--- src/rtl/pin_pair_pkg.sv ---
package pin_pair_pkg;

    // ****************************************************
    // Register map
    // ****************************************************
    localparam int PAIR_COUNT = 6;
    localparam logic [19:0] CTL_BASE_ADDR = 20'hC5010;
    localparam logic [19:0] CTL_LAST_ADDR = 20'hC5027;
    localparam logic [31:0] CTL_RESET = 32'h00000808;

    // ****************************************************
    // Field positions
    // ****************************************************
    localparam int CLK_DIR_MASK_BIT = 0;
    localparam int CLK_DIR_BIT = 1;
    localparam int CLK_VAL_MASK_BIT = 2;
    localparam int CLK_VAL_BIT = 3;
    localparam int CLK_IN_BIT = 4;
    localparam int DAT_DIR_MASK_BIT = 8;
    localparam int DAT_DIR_BIT = 9;
    localparam int DAT_VAL_MASK_BIT = 10;
    localparam int DAT_VAL_BIT = 11;
    localparam int DAT_IN_BIT = 12;

    // Reset state of the stored bits
    localparam logic CLK_VAL_RESET = 1'b1;
    localparam logic DAT_VAL_RESET = 1'b1;
    localparam logic DIR_RESET = 1'b0;

    // One line of a pin pair as seen at the pads
    typedef struct packed {
        logic outVal;
        logic outEn;
    } line_drive_type;

    // Stored state of one pair
    typedef struct packed {
        logic clkVal;
        logic clkDir;
        logic datVal;
        logic datDir;
    } pair_state_type;

endpackage

--- src/rtl/gpio_pin_pair_control.sv ---
// How it works
// - Stored clock value drives pin when output
// - Clock value written only with mask set
// - Clock value mask not stored, reads zero
// - Pin shows only accepted value when output
// - Clock value resets to one
// - Clock direction bit is pin output enable
// - Clock direction written only with mask
// - Direction zero input tri-stated, one output
// - Direction mask selects update or not
// - Direction mask not stored, reads zero
// - Six 32-bit registers from base address
// - Each register resets to 0x00000808
// - Data half mirrors the clock half
// - Read-only bits report sampled pin levels
module gpio_pin_pair_control (
    input wire logic clk,
    input wire logic rst,
    input wire logic [19:0] regAddr,
    input wire logic regWrite,
    input wire logic regRead,
    input wire logic [31:0] regWdata,
    output logic [31:0] regRdata,
    input wire logic [5:0] clkPinIn,
    output logic [5:0] clkPinOut,
    output logic [5:0] clkPinOe,
    input wire logic [5:0] datPinIn,
    output logic [5:0] datPinOut,
    output logic [5:0] datPinOe
);

    // ****************************************************
    // Address decode
    // ****************************************************

    // Word index of an address, or PAIR_COUNT when unmapped
    function automatic logic [2:0] pairIndex(input logic [19:0] addr);
        logic [19:0] offs;
        offs = addr - pin_pair_pkg::CTL_BASE_ADDR;
        if (addr < pin_pair_pkg::CTL_BASE_ADDR ||
            addr > pin_pair_pkg::CTL_LAST_ADDR || offs[1:0] != 2'b00) begin
            return 3'(pin_pair_pkg::PAIR_COUNT);
        end
        return offs[4:2];
    endfunction

    logic [2:0] accIdx;
    assign accIdx = pairIndex(regAddr);

    pin_pair_pkg::pair_state_type pair_q [pin_pair_pkg::PAIR_COUNT];
    logic [5:0] clkSync;
    logic [5:0] datSync;

    // ****************************************************
    // Per pair storage and pins
    // ****************************************************
    genvar g;
    generate
        for (g = 0; g < pin_pair_pkg::PAIR_COUNT; g++) begin : gPair
            logic hit;
            assign hit = regWrite && (accIdx == 3'(g));

            // Masked update; mask bits themselves never stored
            always_ff @(posedge clk or posedge rst) begin
                if (rst) begin
                    pair_q[g].clkVal <= pin_pair_pkg::CLK_VAL_RESET;
                    pair_q[g].clkDir <= pin_pair_pkg::DIR_RESET;
                    pair_q[g].datVal <= pin_pair_pkg::DAT_VAL_RESET;
                    pair_q[g].datDir <= pin_pair_pkg::DIR_RESET;
                end else if (hit) begin
                    if (regWdata[pin_pair_pkg::CLK_VAL_MASK_BIT]) begin
                        pair_q[g].clkVal <=
                            regWdata[pin_pair_pkg::CLK_VAL_BIT];
                    end
                    if (regWdata[pin_pair_pkg::CLK_DIR_MASK_BIT]) begin
                        pair_q[g].clkDir <=
                            regWdata[pin_pair_pkg::CLK_DIR_BIT];
                    end
                    if (regWdata[pin_pair_pkg::DAT_VAL_MASK_BIT]) begin
                        pair_q[g].datVal <=
                            regWdata[pin_pair_pkg::DAT_VAL_BIT];
                    end
                    if (regWdata[pin_pair_pkg::DAT_DIR_MASK_BIT]) begin
                        pair_q[g].datDir <=
                            regWdata[pin_pair_pkg::DAT_DIR_BIT];
                    end
                end
            end

            // Pads see only stored bits, so rejected writes never leak
            assign clkPinOut[g] = pair_q[g].clkVal;
            assign clkPinOe[g] = pair_q[g].clkDir;
            assign datPinOut[g] = pair_q[g].datVal;
            assign datPinOe[g] = pair_q[g].datDir;

            // Pad levels are asynchronous to clk
            pin_sync uClkSync (
                .clk(clk),
                .rst(rst),
                .pinIn(clkPinIn[g]),
                .pinSync(clkSync[g])
            );
            pin_sync uDatSync (
                .clk(clk),
                .rst(rst),
                .pinIn(datPinIn[g]),
                .pinSync(datSync[g])
            );
        end
    endgenerate

    // ****************************************************
    // Read path
    // ****************************************************
    logic [31:0] rdWord;

    // Mask and reserved bits read zero; unmapped reads zero
    always_comb begin
        rdWord = 32'h00000000;
        if (accIdx < 3'(pin_pair_pkg::PAIR_COUNT)) begin
            rdWord[pin_pair_pkg::CLK_VAL_BIT] = pair_q[accIdx].clkVal;
            rdWord[pin_pair_pkg::CLK_DIR_BIT] = pair_q[accIdx].clkDir;
            rdWord[pin_pair_pkg::DAT_VAL_BIT] = pair_q[accIdx].datVal;
            rdWord[pin_pair_pkg::DAT_DIR_BIT] = pair_q[accIdx].datDir;
            rdWord[pin_pair_pkg::CLK_IN_BIT] = clkSync[accIdx];
            rdWord[pin_pair_pkg::DAT_IN_BIT] = datSync[accIdx];
        end
    end

    // Read data registered: one cycle after the read strobe
    always_ff @(posedge clk or posedge rst) begin
        if (rst) begin
            regRdata <= 32'h00000000;
        end else if (regRead) begin
            regRdata <= rdWord;
        end
    end
endmodule

--- src/rtl/pin_sync.sv ---
module pin_sync (
    input wire logic clk,
    input wire logic rst,
    input wire logic pinIn,
    output logic pinSync
);

    logic meta_q;

    // Two flops; the first is read only by the second
    always_ff @(posedge clk or posedge rst) begin
        if (rst) begin
            meta_q <= 1'b0;
            pinSync <= 1'b0;
        end else begin
            meta_q <= pinIn;
            pinSync <= meta_q;
        end
    end

endmodule

--- config.mk ---
export PLATFORM = sky130hd
export DESIGN_NAME = gpio_pin_pair_control
export DESIGN_NICKNAME = d
export VERILOG_FILES = /design/src/rtl/pin_pair_pkg.sv /design/src/rtl/gpio_pin_pair_control.sv /design/src/rtl/pin_sync.sv
export SDC_FILE = /design/constraint.sdc
export NUM_CORES = 1
export LEC_CHECK = 0
export BUFFER_PORTS_ARGS = -buffer_cell sky130_fd_sc_hd__buf_4
export CAP_MARGIN = 20
export CELL_PAD_IN_SITES_DETAIL_PLACEMENT = 1
export CELL_PAD_IN_SITES_GLOBAL_PLACEMENT = 2
export CORE_MARGIN = 2
export CORE_UTILIZATION = 25
export CTS_CLUSTER_DIAMETER = 200
export DETAILED_ROUTE_END_ITERATION = 8
export PLACE_DENSITY_LB_ADDON = 0.1
export SYNTH_ARGS = -nofsm -noshare
export SYNTH_HDL_FRONTEND = slang
export SYNTH_SLANG_ARGS = --single-unit
--- constraint.sdc ---
create_clock -name clk -period 1.5 [get_ports clk]
set_clock_uncertainty 0.2 [all_clocks]
set_input_delay 0.075 -clock clk [delete_from_list [all_inputs] [get_ports clk]]
set_output_delay 0.075 -clock clk [all_outputs]
set_load 0.005 [all_outputs]
==> reports/qor.csv <==
metric,value,unit
worst-case clock buffer depth,2,
PD cells,700.6,mW/mm^2
Netlist cell types,37,
Hold Path End,clkPinOe[1],
fmax,664.5,MHz
pre-CTS WS,-0.5968,ns
critical path class,input pin to flop,
layout filler cell count,1138,
"CTS clk-pin slew, worst paths",0.10,ns
Logic pwr share,14.4,%
min cycle time layout,1.505,ns
final WL,8031,um
via count,2202,
final hold vios,0,
DPL Wire Length,5712,um
via/cell ratio,4.503,
gpl congestion,0.7720,
CP Launch Type,input pin,
final setup fails,1,
num ports,124,
initial core utilization,25.62,%
growth of design area from synthesis to finish,60.05,%
Iteration-0 DRC Markers,51,
r2r worst-path depth,5,
status,"complete, but fails checks",
flip-flop and latch area,0.001366,sq mm
failing checks,setup timing,
layout cell share with drive strength beyond 1,53.54,%
Final Cycle Share,100.3,%
CORE AREA,0.01023,sq mm
crit path DAT,1.51,ns
final worst setup slack,-0.004968,ns
Mapped Cells,218,
R2R setup slack,0.05,ns
first-pass GRT wire length,12610,um
sw power,0.7338,mW
R2R Path Start,datPinOut[5],
largest net degree at the start of global routing,23,
Max-Cap Viols,0,
switching share of power,24.97,%
initial antenna violation count,0,
Max IR drop VDD,408.7,uV
most frequent cells in the layout,"buf_4, dfrtp_1, conb_1",
# H-tree levels,2,
Root Buffer,clkbuf_8,
Die X,106.4,um
# rows,37,
I/O Buffers,73,
ANT cells,0,
GRT Util Overall,14.55,%
Post-DRT Antenna Nets,0,
Die Y,106.4,um
Leakage,1.902,nW
DIE AREA,0.01132,sq mm
Crit. End Element,flop,
clock network power share,34.7,%
Final #Nets,420,
part of the Yosys area used for sequential elements,52.12,%
WP data required,1.51,ns
CP Max Fanout,5,
Wirelength per Cell,16.42,um
Num CTS Buffers,5,
Worst Hold Launch,regAddr[4],
Syn Area/Cell,12.02,sq um
"most common cell after layout, fill and taps aside",buf_4,
Yosys warnings,0,
Cell Int Power,2.205,mW
Yosys reg bits,54,
grt ovf,0,
RSZ-0062 raised after global routing,true,
Initial DRT Pass Iterations,4,
Multi-input gate area,0.001366,sq mm
fin. max-slew vios,0,
CTS sink count,54,
WHS,0.08710,ns
Sequential Power Share,51.0,%
vias in the first global route,2370,
Hold WC Path Type,input pin to flop,
Worst-Skew Late Latency,0.31,ns
Mapped Area,0.002621,sq mm
DRC Markers,0,
RR Endpoint,regRdata[11],
CTS tree,yes,
Worst Hold Path Cells,4,
-- cell families after synthesis --
| family | Yosys count | share of synthesized area [%] |
|---|---|---|
| muxes | 37 | 15.27 |
| AOI/OAI and AO/OA | 22 | 6.587 |
| and+or+nand+nor | 66 | 16.61 |
| buffers and inverters | 38 | 9.260 |
| other | 1 | 0.1431 |
| DFF | 54 | 52.12 |
-- critical path: stages --
cell and delay [ns]:
buf_8 0.10, nor4bb_4 0.29, nand3_2 0.16, nor4_4 0.29, buf_6 0.20, nand3_2 0.09
mux2_4 0.30
-- through the flow --
| step | area [sq um] | instances | setup TNS (ns) | util (%) | power [mW] |
|---|---|---|---|---|---|
| finish | 4195 | 489 | -0.004968 | 41.01 | 2.939 |
| CTS | 3993 | 487 | -0.02755 | 39.02 | 2.953 |
| detailed placement | 3533 | 456 | -12.36 | 34.54 | 1.852 |
| floorplan | 2734 | 243 | -2.312 | - | 1.695 |
| global route | 4195 | 489 | -0.8324 | 41.01 | 3.078 |
| global placement | 3533 | 456 | -9.849 | 34.54 | 1.850 |
-- power by group through the flow --
stage | Clock, mW | Combinational (mW) | Sequential (mW)
2_1_floorplan | 0 | 0.173 | 1.52
3_3_place_gp | 0 | 0.327 | 1.52
3_5_place_dp | 0 | 0.328 | 1.52
4_1_cts | 1.06 | 0.395 | 1.50
5_1_grt | 1.11 | 0.462 | 1.50
6_report | 1.02 | 0.422 | 1.50
-- metal layers --
metal	routed length [um]	track usage, %
met4	107	3.665
met1	3513	18.77
met2	4041	25.05
met3	369	2.698
met5	0	0
-- Yosys cell counts --
library cell / number / area share [%]
nand2_1: 2 / 0.29
a21oi_1: 4 / 0.76
o221ai_1: 2 / 0.67
o21ai_0: 1 / 0.19
dfstp_2: 12 / 12
mux2i_1: 13 / 5.0
mux2_1: 8 / 3.4
a31o_2: 1 / 0.33
nor4bb_1: 2 / 0.76
and4_1: 1 / 0.33
mux2_2: 16 / 6.9
nand3_1: 16 / 3.1
buf_4: 26 / 7.4
nor2b_1: 4 / 0.95
and3b_1: 1 / 0.33
o2111ai_1: 2 / 0.67
clkbuf_1: 4 / 0.57
nor3_1: 7 / 1.3
inv_1: 4 / 0.57
a21boi_1: 1 / 0.29
o211ai_4: 1 / 0.81
nor3b_2: 1 / 0.48
nand2b_1: 6 / 1.4
a211oi_1: 3 / 0.86
nor4b_2: 1 / 0.57
nor3_2: 1 / 0.38
dfrtp_1: 42 / 40
nor4_4: 1 / 0.81
nor2_1: 3 / 0.43
o211ai_1: 7 / 2.0
conb_1: 1 / 0.14
buf_2: 2 / 0.38
nor4b_4: 1 / 0.91
nor4_1: 5 / 1.2
buf_1: 2 / 0.29
and3_1: 1 / 0.24
nand4_1: 13 / 3.1
-- layout make-up --
type	instances	area share (%)
flip-flops and latches	54	32.57
multi-input cells	151	32.57
repair buffers	136	27.59
well taps	136	4.056
clock buffers	5	1.640
clock inverters	3	1.133
inverters	4	0.4474
-- registers in the layout, indices dropped and copies added, names as in the netlist --
| register | count |
|---|---|
| gPair.uDatSync.pinSync | 6 |
| regRdata | 6 |
| clkPinOut | 6 |
| gPair.uDatSync.meta_q | 6 |
| clkPinOe | 6 |
| datPinOe | 6 |
| gPair.uClkSync.meta_q | 6 |
| datPinOut | 6 |
| gPair.uClkSync.pinSync | 6 |
-- how the worst max path moves through the flow --
stage | slack, ns | startpoint | depth (start not counted) | to
2_1_floorplan | -0.18 | regAddr[8] | 5 | clkPinOe[4]
3_3_place_gp | -0.46 | regAddr[0] | 7 | regRdata[9]
3_5_place_dp | -0.60 | regAddr[8] | 7 | regRdata[12]
4_1_cts | -0.02 | datPinOut[5] | 5 | regRdata[11]
5_1_grt | -0.09 | regAddr[17] | 7 | clkPinOe[3]
6_report | -0.005 | regAddr[9] | 7 | datPinOe[5]
-- repair_timing --
item | 4_1_cts | 5_1_grt
setup buffers | 1 | 2
gates resized for setup | 20 | 39
endpoints found under the hold margin | 89 | 0
setup endpoints to repair | 23 | 28
hold buffers | 22 | 0
pin swaps | 7 | 20
No activity file was read; power rests on OpenSTA's default activity.
